File: src/t0ps_defines.svh
// Register indices, field positions, reset values and counts of the timer and shared prescaler.
`ifndef T0PS_DEFINES_SVH
`define T0PS_DEFINES_SVH
`define T0PS_IDX_TIMER       8'h01
`define T0PS_IDX_INTCTL      8'h0B
`define T0PS_IDX_IRQ_MASK    8'h0C
`define T0PS_IDX_CONFIG      8'h81
`define T0PS_CFG_CS_BIT      5
`define T0PS_CFG_EDGE_BIT    4
`define T0PS_CFG_ASSIGN_BIT  3
`define T0PS_CFG_RATE_MSB    2
`define T0PS_CFG_RATE_LSB    0
`define T0PS_INT_EN_BIT      5
`define T0PS_INT_FLAG_BIT    2
`define T0PS_CFG_RESET       8'hFF
`define T0PS_INTCTL_RESET    8'h00
`define T0PS_MASK_RESET      8'h00
`define T0PS_WR_INHIBIT_CYC  2'h2
`endif

File: src/t0ps_pkg.sv
// Types shared by the timer and shared prescaler modules.
package t0ps_pkg;
   typedef enum {T0PS_BUS_IDLE, T0PS_BUS_ACK} t0ps_bus_state_type;
endpackage : t0ps_pkg

File: src/t0ps_prescaler.sv
// The single 8-bit prescaler, shared between the counter and the watchdog.
`timescale 1ns/10ps
`default_nettype none
module t0ps_prescaler
#(
   parameter int WIDTH = 8
)
(
   // Clock and reset
   input  wire logic       clk_i,
   input  wire logic       rstn_i,
   // Control
   input  wire logic       to_wdt_i,
   input  wire logic [2:0] rate_i,
   input  wire logic       clear_i,
   input  wire logic       tick_i,
   // Scaled tick
   output logic            out_o
);
   logic [WIDTH-1:0] cnt_q, cnt_d;
   logic [WIDTH:0]   mask;

   function automatic logic [WIDTH:0] rate_mask(input logic wdt, input logic [2:0] n);
      logic [WIDTH:0] m;
      m = (wdt ? ((WIDTH+1)'(1) << n) : ((WIDTH+1)'(2) << n)) - (WIDTH+1)'(1);
      return m;
   endfunction : rate_mask

   always_comb
   begin
      mask = rate_mask(to_wdt_i, rate_i);
      cnt_d = cnt_q;
      if (clear_i)
         cnt_d = '0;
      else if (tick_i)
         cnt_d = cnt_q + WIDTH'(1);
   end

   always_ff @(posedge clk_i or negedge rstn_i)
   begin
      if (!rstn_i)
         cnt_q <= '0;
      else
         cnt_q <= cnt_d;
   end

   // The count has no bus address; only its scaled tick leaves this module.
   assign out_o = tick_i & ~clear_i & (({1'b0, cnt_q} & mask) == mask);
endmodule : t0ps_prescaler
`default_nettype wire

File: src/t0ps_sync.sv
// Two-stage synchroniser and edge selector for the external count pin.
`timescale 1ns/10ps
`default_nettype none
module t0ps_sync
(
   // Clock and reset
   input  wire logic clk_i,
   input  wire logic rstn_i,
   // Pin and selection
   input  wire logic pin_i,
   input  wire logic edge_sel_i,
   // Count edge
   output logic      tick_o
);
   logic meta_q, sync_q, prev_q;
   logic meta_d, sync_d, prev_d;

   always_comb
   begin
      meta_d = pin_i;
      sync_d = meta_q;
      prev_d = sync_q;
   end

   always_ff @(posedge clk_i or negedge rstn_i)
   begin
      if (!rstn_i)
      begin
         meta_q <= 1'b0;
         sync_q <= 1'b0;
         prev_q <= 1'b0;
      end
      else
      begin
         meta_q <= meta_d;
         sync_q <= sync_d;
         prev_q <= prev_d;
      end
   end

   // Edges are taken from the settled stage only, so the pin adds two to three cycles of lag.
   assign tick_o = edge_sel_i ? (prev_q & ~sync_q) : (~prev_q & sync_q);
endmodule : t0ps_sync
`default_nettype wire

File: src/t0ps_timer.sv
// Timer and counter with shared prescaler behind a classic Wishbone slave.
`timescale 1ns/10ps
`default_nettype none
`include "t0ps_defines.svh"
module t0ps_timer
   import t0ps_pkg::*;
(
   // Clock and reset
   input  wire logic        CLK_SYS_I,
   input  wire logic        RSTN_I,
   // Wishbone slave
   input  wire logic        WB_CYC_I,
   input  wire logic        WB_STB_I,
   input  wire logic        WB_WE_I,
   input  wire logic [9:0]  WB_ADR_I,
   input  wire logic [3:0]  WB_SEL_I,
   input  wire logic [31:0] WB_DAT_I,
   output logic      [31:0] WB_DAT_O,
   output logic             WB_ACK_O,
   // Core and watchdog
   input  wire logic        SLEEP_I,
   input  wire logic        WDT_BASE_TICK_I,
   input  wire logic        WDT_CLEAR_INSTR_I,
   output logic             WDT_TIMEOUT_O,
   output logic             WDT_CLEAR_O,
   // Count pin
   input  wire logic        EXT_COUNT_PIN_I,
   // Events
   output logic             OVERFLOW_O,
   output logic             IRQ_O
);
   t0ps_bus_state_type bus_q, bus_d;
   logic [31:0] dat_q, dat_d;
   logic [7:0]  count_q, count_d;
   logic [7:0]  cfg_q, cfg_d;
   logic [1:0]  inhibit_q, inhibit_d;
   logic        flag_q, flag_d;
   logic        en_q, en_d;
   logic        mask_q, mask_d;
   logic        ovf_q, ovf_d;
   logic        wdt_to_q, wdt_to_d;
   logic        wdt_clr_q, wdt_clr_d;
   logic        req, acc, wr, rd;
   logic [7:0]  idx;
   logic        timer_wr, intctl_rd;
   logic        src_clk, to_wdt, cs, edge_sel;
   logic [2:0]  rate;
   logic        ext_tick, src_tick, ps_in, ps_out, ps_clear;
   logic        timer_inc, inc_eff, ovf;

   function automatic logic [31:0] read_word(input logic [7:0] i, input logic [7:0] cnt,
                                             input logic [7:0] cfg, input logic en,
                                             input logic flag, input logic msk);
      logic [31:0] w;
      w = 32'h0000_0000;
      case (i)
         `T0PS_IDX_TIMER:    w[7:0] = cnt;
         `T0PS_IDX_CONFIG:   w[7:0] = cfg;
         `T0PS_IDX_INTCTL:
         begin
            w[`T0PS_INT_EN_BIT]   = en;
            w[`T0PS_INT_FLAG_BIT] = flag;
         end
         `T0PS_IDX_IRQ_MASK: w[`T0PS_INT_FLAG_BIT] = msk;
         default:            w = 32'h0000_0000;
      endcase
      return w;
   endfunction : read_word

   // Configuration fields.
   assign cs       = cfg_q[`T0PS_CFG_CS_BIT];
   assign edge_sel = cfg_q[`T0PS_CFG_EDGE_BIT];
   assign to_wdt   = cfg_q[`T0PS_CFG_ASSIGN_BIT];
   assign rate     = cfg_q[`T0PS_CFG_RATE_MSB:`T0PS_CFG_RATE_LSB];

   // Bus decode: an access completes on the edge where ACK is high.
   assign req       = WB_CYC_I & WB_STB_I;
   assign idx       = WB_ADR_I[9:2];
   assign acc       = req & (bus_q == T0PS_BUS_ACK);
   assign wr        = acc & WB_WE_I & WB_SEL_I[0];
   assign rd        = acc & ~WB_WE_I;
   assign timer_wr  = wr & (idx == `T0PS_IDX_TIMER);
   assign intctl_rd = rd & (idx == `T0PS_IDX_INTCTL);

   always_comb
   begin
      bus_d = bus_q;
      dat_d = dat_q;
      case (bus_q)
         T0PS_BUS_IDLE:
         begin
            if (req)
            begin
               bus_d = T0PS_BUS_ACK;
               dat_d = read_word(idx, count_q, cfg_q, en_q, flag_q, mask_q);
            end
         end
         T0PS_BUS_ACK:
            bus_d = T0PS_BUS_IDLE;
         default:
            bus_d = T0PS_BUS_IDLE;
      endcase
   end

   // Count sources.
   t0ps_sync u_sync
   (
      .clk_i      (CLK_SYS_I),
      .rstn_i     (RSTN_I),
      .pin_i      (EXT_COUNT_PIN_I),
      .edge_sel_i (edge_sel),
      .tick_o     (ext_tick)
   );

   // The instruction cycle is one system clock; sleep stops both sources.
   assign src_clk   = ~SLEEP_I;
   assign src_tick  = cs ? (ext_tick & ~SLEEP_I) : src_clk;
   assign ps_in     = to_wdt ? WDT_BASE_TICK_I : src_tick;
   assign ps_clear  = to_wdt ? WDT_CLEAR_INSTR_I : timer_wr;

   t0ps_prescaler #(.WIDTH(8)) u_prescaler
   (
      .clk_i    (CLK_SYS_I),
      .rstn_i   (RSTN_I),
      .to_wdt_i (to_wdt),
      .rate_i   (rate),
      .clear_i  (ps_clear),
      .tick_i   (ps_in),
      .out_o    (ps_out)
   );

   // Without the prescaler the counter takes its source straight.
   assign timer_inc = to_wdt ? src_tick : ps_out;
   assign inc_eff   = timer_inc & (inhibit_q == 2'h0) & ~timer_wr;
   assign ovf       = inc_eff & (count_q == 8'hFF);

   always_comb
   begin
      count_d   = count_q;
      inhibit_d = inhibit_q;
      cfg_d     = cfg_q;
      en_d      = en_q;
      mask_d    = mask_q;
      if (timer_wr)
      begin
         count_d   = WB_DAT_I[7:0];
         inhibit_d = `T0PS_WR_INHIBIT_CYC;
      end
      else
      begin
         if (inc_eff)
            count_d = count_q + 8'h01;
         if (inhibit_q != 2'h0)
            inhibit_d = inhibit_q - 2'h1;
      end
      // Changing the assignment never stalls the counter; software owns the safe order.
      if (wr && idx == `T0PS_IDX_CONFIG)
         cfg_d = WB_DAT_I[7:0];
      if (wr && idx == `T0PS_IDX_INTCTL)
         en_d = WB_DAT_I[`T0PS_INT_EN_BIT];
      if (wr && idx == `T0PS_IDX_IRQ_MASK)
         mask_d = WB_DAT_I[`T0PS_INT_FLAG_BIT];
      // Only a flag already seen by the read is cleared, and a new wrap wins.
      flag_d    = ovf | (flag_q & ~(intctl_rd & dat_q[`T0PS_INT_FLAG_BIT]));
      ovf_d     = ovf;
      wdt_to_d  = to_wdt ? ps_out : WDT_BASE_TICK_I;
      wdt_clr_d = WDT_CLEAR_INSTR_I;
   end

   always_ff @(posedge CLK_SYS_I or negedge RSTN_I)
   begin
      if (!RSTN_I)
      begin
         bus_q     <= T0PS_BUS_IDLE;
         dat_q     <= 32'h0000_0000;
         count_q   <= 8'h00;
         inhibit_q <= 2'h0;
         cfg_q     <= `T0PS_CFG_RESET;
         en_q      <= 1'b0;
         mask_q    <= 1'b0;
         flag_q    <= 1'b0;
         ovf_q     <= 1'b0;
         wdt_to_q  <= 1'b0;
         wdt_clr_q <= 1'b0;
      end
      else
      begin
         bus_q     <= bus_d;
         dat_q     <= dat_d;
         count_q   <= count_d;
         inhibit_q <= inhibit_d;
         cfg_q     <= cfg_d;
         en_q      <= en_d;
         mask_q    <= mask_d;
         flag_q    <= flag_d;
         ovf_q     <= ovf_d;
         wdt_to_q  <= wdt_to_d;
         wdt_clr_q <= wdt_clr_d;
      end
   end

   assign WB_ACK_O      = (bus_q == T0PS_BUS_ACK) & req;
   assign WB_DAT_O      = dat_q;
   assign OVERFLOW_O    = ovf_q;
   assign WDT_TIMEOUT_O = wdt_to_q;
   assign WDT_CLEAR_O   = wdt_clr_q;
   assign IRQ_O         = flag_q & en_q & mask_q;
endmodule : t0ps_timer
`default_nettype wire

File: config.mk
export PLATFORM = sky130hd
export DESIGN_NAME = t0ps_timer
export DESIGN_NICKNAME = d
export VERILOG_FILES = /design/src/t0ps_pkg.sv /design/src/t0ps_prescaler.sv /design/src/t0ps_sync.sv /design/src/t0ps_timer.sv
export VERILOG_INCLUDE_DIRS = /design/src
export SDC_FILE = /design/constraint.sdc
export NUM_CORES = 1
export LEC_CHECK = 0
export ABC_AREA = 1
export BUFFER_PORTS_ARGS = -buffer_cell sky130_fd_sc_hd__buf_2
export CORE_AREA = 3 3 78 80
export DETAILED_ROUTE_END_ITERATION = 6
export DIE_AREA = 0 0 81 83
export MAX_ROUTING_LAYER = met4
export PLACE_DENSITY = 0.83
export SETUP_SLACK_MARGIN = 0.5
export SYNTH_ARGS = -nofsm -noshare
export SYNTH_HDL_FRONTEND = slang
export SYNTH_SLANG_ARGS = --single-unit
File: constraint.sdc
create_clock -name CLK_SYS_I -period 2.5 [get_ports CLK_SYS_I]
set_input_delay 0.25 -clock CLK_SYS_I [delete_from_list [all_inputs] [get_ports CLK_SYS_I]]
set_output_delay 0.25 -clock CLK_SYS_I [all_outputs]
set_load 0.02 [all_outputs]
==> out/metrics.cfg, run 1 <==
[routing]
viasPerCell=5.12
routedWlPerCell_um=12.8
ant_nets=0
firstDrtPassIters=4
drtIter0Drc=187
drc_errors=0
wirelength_mm=6.40
vias=2565

[synthesis]
synth_cell_types=31
synthCells=378
synth_area_per_cell_um2=7.33
netlist_area_um2=2770
yosysTopAreaCell=dfrtp_1
synth-warning-count=0
synth-seq-area-share_pct=40.1
netlist_top_cells_area=dfrtp_1 (33%), nand2_1 (14%), dfstp_2 (7.6%)
synth_top_cell_area_share_pct=32.5
ys_seq_elements=44

[timing]
final_max_slew_viol_count=0
rsz0062_at_grt=true
slew_headroom_pct=35.7
min_period_over_period_pct=96.4
setup_viol_count_final=0
fmax_mhz=415
fin_ws_ns=0.0895
skew_ns=0.0120
worst_pin_slew_ns=0.964
timing.final.crit_period_ns=2.41
fin_setup_tns_ns=0
hold_viol_final=0

[worst_setup_path]
crit_path_start_kind=flop
worstPathArrival_ns=2.66
cp_max_fo=8
critical_path_class=flop to flop
cp.required_ns=2.75
end_kind=flop

[global_routing]
antenna_found_initial=0
grt_usage_pct=20.1
gr-total-overflow=0
grt_pass1_wl_mm=10.4
grt_max_degree=45
grt_pass1_vias=2375

[clock_tree]
cts_made_buffers=5
cts_hold_buf=0
cts_buffer_depth=2
root_buffer=clkbuf_8
tritoncts=built
htree_levels=2
worstSkewPairLatency_ns=0.31
clkTransAtPathRegs_ns=0.08
clkSinkCount=44

[floorplan]
die_y_um=83
ios=92
initial_utilization_pct=50.6
num_rows=27
die_w_um=81
die_area_um2=6720
coreArea_um2=5470

[layout]
area_growth_pct=16.6
diodes=0
nets=489
drive_gt1_share_pct=25.6
fin_util_pct=59.0

[place]
dp_hpwl_mm=4.48
io_buffers=38
place_congestion=0.829
post-place-ws_ns=0.161

[outcome]
outcome=finished clean

[run]
cap_viol_max_count=0

[worst_hold_path]
worstHoldPathType=primary input to flop

[pwr]
power.density_nw_per_um2=579
ir_worst_vdd_v=0.000407
p_leak_nw=1.65

## per-stage QoR
step	hold slack, ns	instance area, µm²	power, W	std cells
after floorplan	-0.0456	2900	0.00125	401
after global placement	0.333	3000	0.00133	486
after detailed placement	0.335	3000	0.00135	486
after CTS	0.0336	3130	0.00183	498
after global routing	0.0307	3230	0.00199	501
final	0.0379	3230	0.00187	501
## cell usage after synthesis (all sizes together)
| library cell | number |
|---|---|
| a31oi | 3 |
| mux2 | 3 |
| or2 | 1 |
| xor2 | 3 |
| nand2 | 107 |
| inv | 43 |
| o21bai | 1 |
| clkbuf | 3 |
| buf | 28 |
| nand3 | 37 |
| o21ai | 17 |
| nand4 | 5 |
| dfrtp | 36 |
| o2111ai | 1 |
| dfstp | 8 |
| ha | 6 |
| and3 | 2 |
| nor2 | 39 |
| a21oi | 22 |
| conb | 1 |
| o41ai | 1 |
| nor4 | 1 |
| nor3 | 7 |
| xnor2 | 3 |
## metal layers
metal / share of wire (%) / track usage [%] / vias to the layer above
met5: 0 / - / -
met4: 4.4 / 11.4 / 0
met3: 7.8 / 3.80 / 28
met2: 47 / 29.8 / 107
met1: 41 / 25.5 / 1161
li1: - / - / 1269
## cell usage in the layout, fill, tap and decap left out, types with 5 or more instances in the layout
cell | netlist | final
nand2_1 | 100 | 93
buf_2 | 2 | 38
inv_1 | 40 | 37
dfrtp_1 | 36 | 36
nand3_1 | 37 | 33
nor2_1 | 35 | 30
conb_1 | 1 | 24
a21oi_1 | 22 | 21
o21ai_0 | 16 | 15
nand2_2 | 4 | 12
buf_4 | 26 | 11
dfstp_2 | 8 | 8
inv_2 | 3 | 6
nor2_2 | 2 | 6
nor3_1 | 7 | 6
clkbuf_8 | 0 | 6
nand4_1 | 5 | 5
## worst max-delay path, cell delays in order (launching register included)
cell and delay, ns:
dfstp_2 0.55, inv_2 0.05, ha_4 0.29, nand3_4 0.09, ha_4 0.29, nor2_2 0.05, a21oi_2 0.14, nand2_1 0.08
inv_1 0.07, nand3_2 0.06, nor2_2 0.11, nand2_2 0.08, nand2_2 0.13, nand2_4 0.10, nand2_8 0.14, nand2_2 0.06
nand2_2 0.05
## where the power goes
group	internal (W)	leakage [nW]	switching [W]
sequential	0.000806	0.548	0.000105
clock	0.000224	0.0434	0.000260
combinational	0.000182	1.06	0.000292
total	0.00121	1.65	0.000657
## sequential cells by signal, indices dropped and copies added (netlist names), 2 cells and up
signal,cells
cfg_q,8
u_prescaler.cnt_q,8
inhibit_q,2
count_q,8
WB_DAT_O,8
## worst paths after layout
kind / slack [ns] / cells past startpoint / from / end
worst max register to register: 0.09 / 16 / cfg_q[0]$_DFFE_PN1P_ / count_q[3]$_DFFE_PN0P_
worst max-delay path: 0.09 / 16 / cfg_q[0]$_DFFE_PN1P_ / count_q[3]$_DFFE_PN0P_
worst min-delay path: 0.04 / 1 / EXT_COUNT_PIN_I / u_sync.meta_q$_DFF_PN0_
min in group asynchronous: 0.07 / 1 / RSTN_I / u_prescaler.cnt_q[6]$_DFFE_PN0P_
max in group asynchronous: 1.82 / 1 / RSTN_I / u_sync.prev_q$_DFF_PN0_
worst min register to register: 0.35 / 0 / u_sync.meta_q$_DFF_PN0_ / u_sync.prev_d$_DFF_PN0_
## cell type report
| type | count | area, µm² |
|---|---|---|
| clock buffer | 6 | 82.6 |
| clock inverter | 2 | 15.0 |
| fill | 468 | 2240 |
| inverter | 43 | 161 |
| multi-input combinational | 284 | 1490 |
| sequential | 44 | 1110 |
| tap | 72 | 90.1 |
| timing repair buffer | 50 | 284 |
## kinds of logic (layout without fill, tap and decap cells)
kind of cell,after synthesis,count (layout),share of synthesized area [%]
mux,3,3,1.22
fa+ha+maj,6,6,2.71
flops,44,44,40.1
simple gates,199,200,31.7
buf+inv,74,101,13.6
xor+xnor,6,6,1.90
other cells,1,24,0.135
compound gates,45,45,8.63
## repair_timing
item | 4_1_cts | 5_1_grt
gates cloned | 0 | 1
resized for setup | 1 | 23
pin swaps | 4 | 12
setup buffers | 4 | 2
endpoints found under the setup margin | 11 | 14
Note: power is estimated with default switching activity, not from simulation.
==> run 2, diff against run 1 <==
Settings changed: CORE_AREA 3 3 78 80 to 3 3 88 90, DIE_AREA 0 0 81 83 to 0 0 91 93, PLACE_DENSITY 0.83 to 0.68.
==> run 2 against run 1 <==
  * Count of clock-buffer cells in the layout unchanged
  * Global-route usage down 4.0 points
  * Clock skew down 0.0022 ns
  * Flip-flop and latch count unchanged
  * Final cell count up 5.8%
  * Setup slack better by 0.10 ns
  * Non-clock buffer count up 2
  * Via count down 1.6%
  * Final area up 1.3%
  * Combinational power down 3%
  * First-iteration DRC count down 55%
  * Routed wire length up 1.0%
  * Largest cell class unchanged
==> out/metrics.cfg, run 2 (synthesis results as in run 1) <==
[worst_setup_path]
critical_path_class=flop to flop  ; unchanged
end_kind=flop  ; unchanged
crit_path_start_kind=flop  ; unchanged
cp_max_fo=8  ; unchanged
worstPathArrival_ns=2.55  ; was 2.66 ns
cp.required_ns=2.74  ; was 2.75 ns

[layout]
area_growth_pct=18.1  ; was 16.6%
final_common_cell=nand2_1  ; unchanged
nets=491  ; was 489
diodes=0  ; unchanged
layout_common_cells=nand2_1 (93), buf_2 (38), inv_1 (37)  ; unchanged
fillCellCount=722  ; was 468
register_area_um2=1110  ; unchanged
multi_input_area_um2=1480  ; was 1490 µm²
drive_gt1_share_pct=25.3  ; was 25.6%

[timing]
fin_ws_ns=0.189  ; was 0.0895 ns
slew_headroom_pct=63.6  ; was 35.7%
min_period_over_period_pct=92.4  ; was 96.4%
final_max_slew_viol_count=0  ; unchanged
timing.final.crit_period_ns=2.31  ; was 2.41 ns
rsz0062_at_grt=true  ; unchanged
hold_viol_final=0  ; unchanged
worst_pin_slew_ns=0.541  ; was 0.964 ns
fmax_mhz=433  ; was 415 MHz
fin_setup_tns_ns=0  ; unchanged
skew_ns=0.00982  ; was 0.0120 ns
setup_viol_count_final=0  ; unchanged

[floorplan]
num_rows=31  ; was 27
die_y_um=93  ; was 83 µm
coreArea_um2=7140  ; was 5470 µm²
initial_utilization_pct=38.8  ; was 50.6%
die_area_um2=8460  ; was 6720 µm²
die_w_um=91  ; was 81 µm
ios=92  ; unchanged

[global_routing]
grt_max_degree=21  ; was 45
grt_pass1_vias=2353  ; was 2375
grt_pass1_wl_mm=10.7  ; was 10.4 mm
grt_usage_pct=16.1  ; was 20.1%
antenna_found_initial=0  ; unchanged
gr-total-overflow=0  ; unchanged

[clock_tree]
htree_levels=2  ; unchanged
cts_made_buffers=5  ; unchanged
cts_buffer_depth=2  ; unchanged
tritoncts=built  ; unchanged
worstSkewPairLatency_ns=0.30  ; was 0.31 ns
clkSinkCount=44  ; unchanged
clkTransAtPathRegs_ns=0.08  ; about the same
root_buffer=clkbuf_8  ; unchanged

[pwr]
switching_share_pct=34.4  ; was 35.2%
ir_worst_vdd_v=0.000290  ; was 0.000407 V
power.switching_w=0.000619  ; was 0.000657 W
p_comb_share_pct=25.5  ; was 25.4%
p_leak_nw=1.66  ; was 1.65 nW
p_clk_share_pct=24.2  ; was 25.9%
p_seq_share_pct=50.2  ; was 48.8%
power.density_nw_per_um2=550  ; was 579 nW/µm²
intPower_w=0.00118  ; was 0.00121 W

[worst_hold_path]
worstHoldPathType=primary input to flop  ; unchanged

[routing]
ant_nets=0  ; unchanged
viasPerCell=4.76  ; was 5.12
drc_errors=0  ; unchanged
routedWlPerCell_um=12.2  ; was 12.8 µm
vias=2523  ; was 2565
drtIter0Drc=85  ; was 187
firstDrtPassIters=5  ; was 4
wirelength_mm=6.47  ; was 6.40 mm

[place]
place_congestion=0.833  ; was 0.829
post-place-ws_ns=0.146  ; was 0.161 ns
dp_hpwl_mm=4.81  ; was 4.48 mm
io_buffers=38  ; unchanged

[run]
cap_viol_max_count=0  ; unchanged

[outcome]
outcome=finished clean  ; unchanged

-- run 2: path summary, 6_finish.rpt --
path / startpoint / endpoint / slack [ns] / depth (start not counted)
max in group asynchronous: RSTN_I / cfg_q[0]$_DFFE_PN1P_ / 1.55 / 3
setup / recovery: cfg_q[0]$_DFFE_PN1P_ / count_q[4]$_DFFE_PN0P_ / 0.19 / 17
setup reg to reg: cfg_q[0]$_DFFE_PN1P_ / count_q[4]$_DFFE_PN0P_ / 0.19 / 17
hold reg to reg: u_sync.meta_q$_DFF_PN0_ / u_sync.prev_d$_DFF_PN0_ / 0.36 / 0
hold / removal: EXT_COUNT_PIN_I / u_sync.meta_q$_DFF_PN0_ / 0.06 / 1
min in group asynchronous: RSTN_I / u_prescaler.cnt_q[6]$_DFFE_PN0P_ / 0.35 / 2
-- run 2: power groups by stage --
stage / logic (W) / clock network [W] / registers (W)
after floorplan: 0.000335 / 0 / 0.000911
after global placement: 0.000427 / 0 / 0.000910
after detailed placement: 0.000438 / 0 / 0.000912
after CTS: 0.000455 / 0.000455 / 0.000900
after global routing: 0.000524 / 0.000480 / 0.000917
final: 0.000459 / 0.000436 / 0.000903
-- run 2: timing repair --
item	4_1_cts	5_1_grt
gates cloned	1	0
setup endpoints to repair	11	13
gates resized for setup	5	18
setup buffers	5	0
hold endpoints to repair	10	0
hold buffers	1	0
pin swaps	13	7
-- run 2: area by class of cell --
type | count | area share (%)
flip-flops and latches | 44 | 34.0
clock inverters | 2 | 0.382
repair buffers | 52 | 9.48
multi-input cells | 284 | 45.1
clock buffers | 6 | 2.22
inverters | 43 | 5.09
well taps | 99 | 3.79
-- run 2: per-layer routing --
layer	wire [µm]	track usage (%)	vias to the layer above	share of wire, %
met5	0	-	-	0
met4	107	5.65	0	1.7
met3	331	2.90	10	5.1
met2	3070	27.0	72	47
met1	2970	19.6	1168	46
li1	-	-	1273	-
-- run 2: worst max-delay path, cell delays in order (launching register included) --
cell and delay (ns):
dfstp_2 0.54, inv_2 0.05, ha_4 0.26, buf_12 0.13, buf_4 0.13, nand3_2 0.06
nand2_1 0.06, nor2_2 0.14, nand2_2 0.07, nand2_2 0.08, nand3_2 0.06, nor2_2 0.11
nand2_2 0.09, nand2_2 0.12, nand2_4 0.11, nand2_8 0.13, nand2_2 0.07, nand2_2 0.06
-- run 2: per-stage QoR --
| step | utilization [%] | hold slack (ns) | cell area, µm² | power [W] | cells |
|---|---|---|---|---|---|
| after CTS | 45.2 | 0.0506 | 3230 | 0.00181 | 530 |
| after detailed placement | 42.8 | 0.135 | 3050 | 0.00135 | 515 |
| after floorplan | - | -0.0456 | 2900 | 0.00125 | 401 |
| after global placement | 42.8 | 0.132 | 3050 | 0.00134 | 515 |
| after global routing | 45.8 | 0.0439 | 3270 | 0.00192 | 530 |
| final | 45.8 | 0.0618 | 3270 | 0.00180 | 530 |
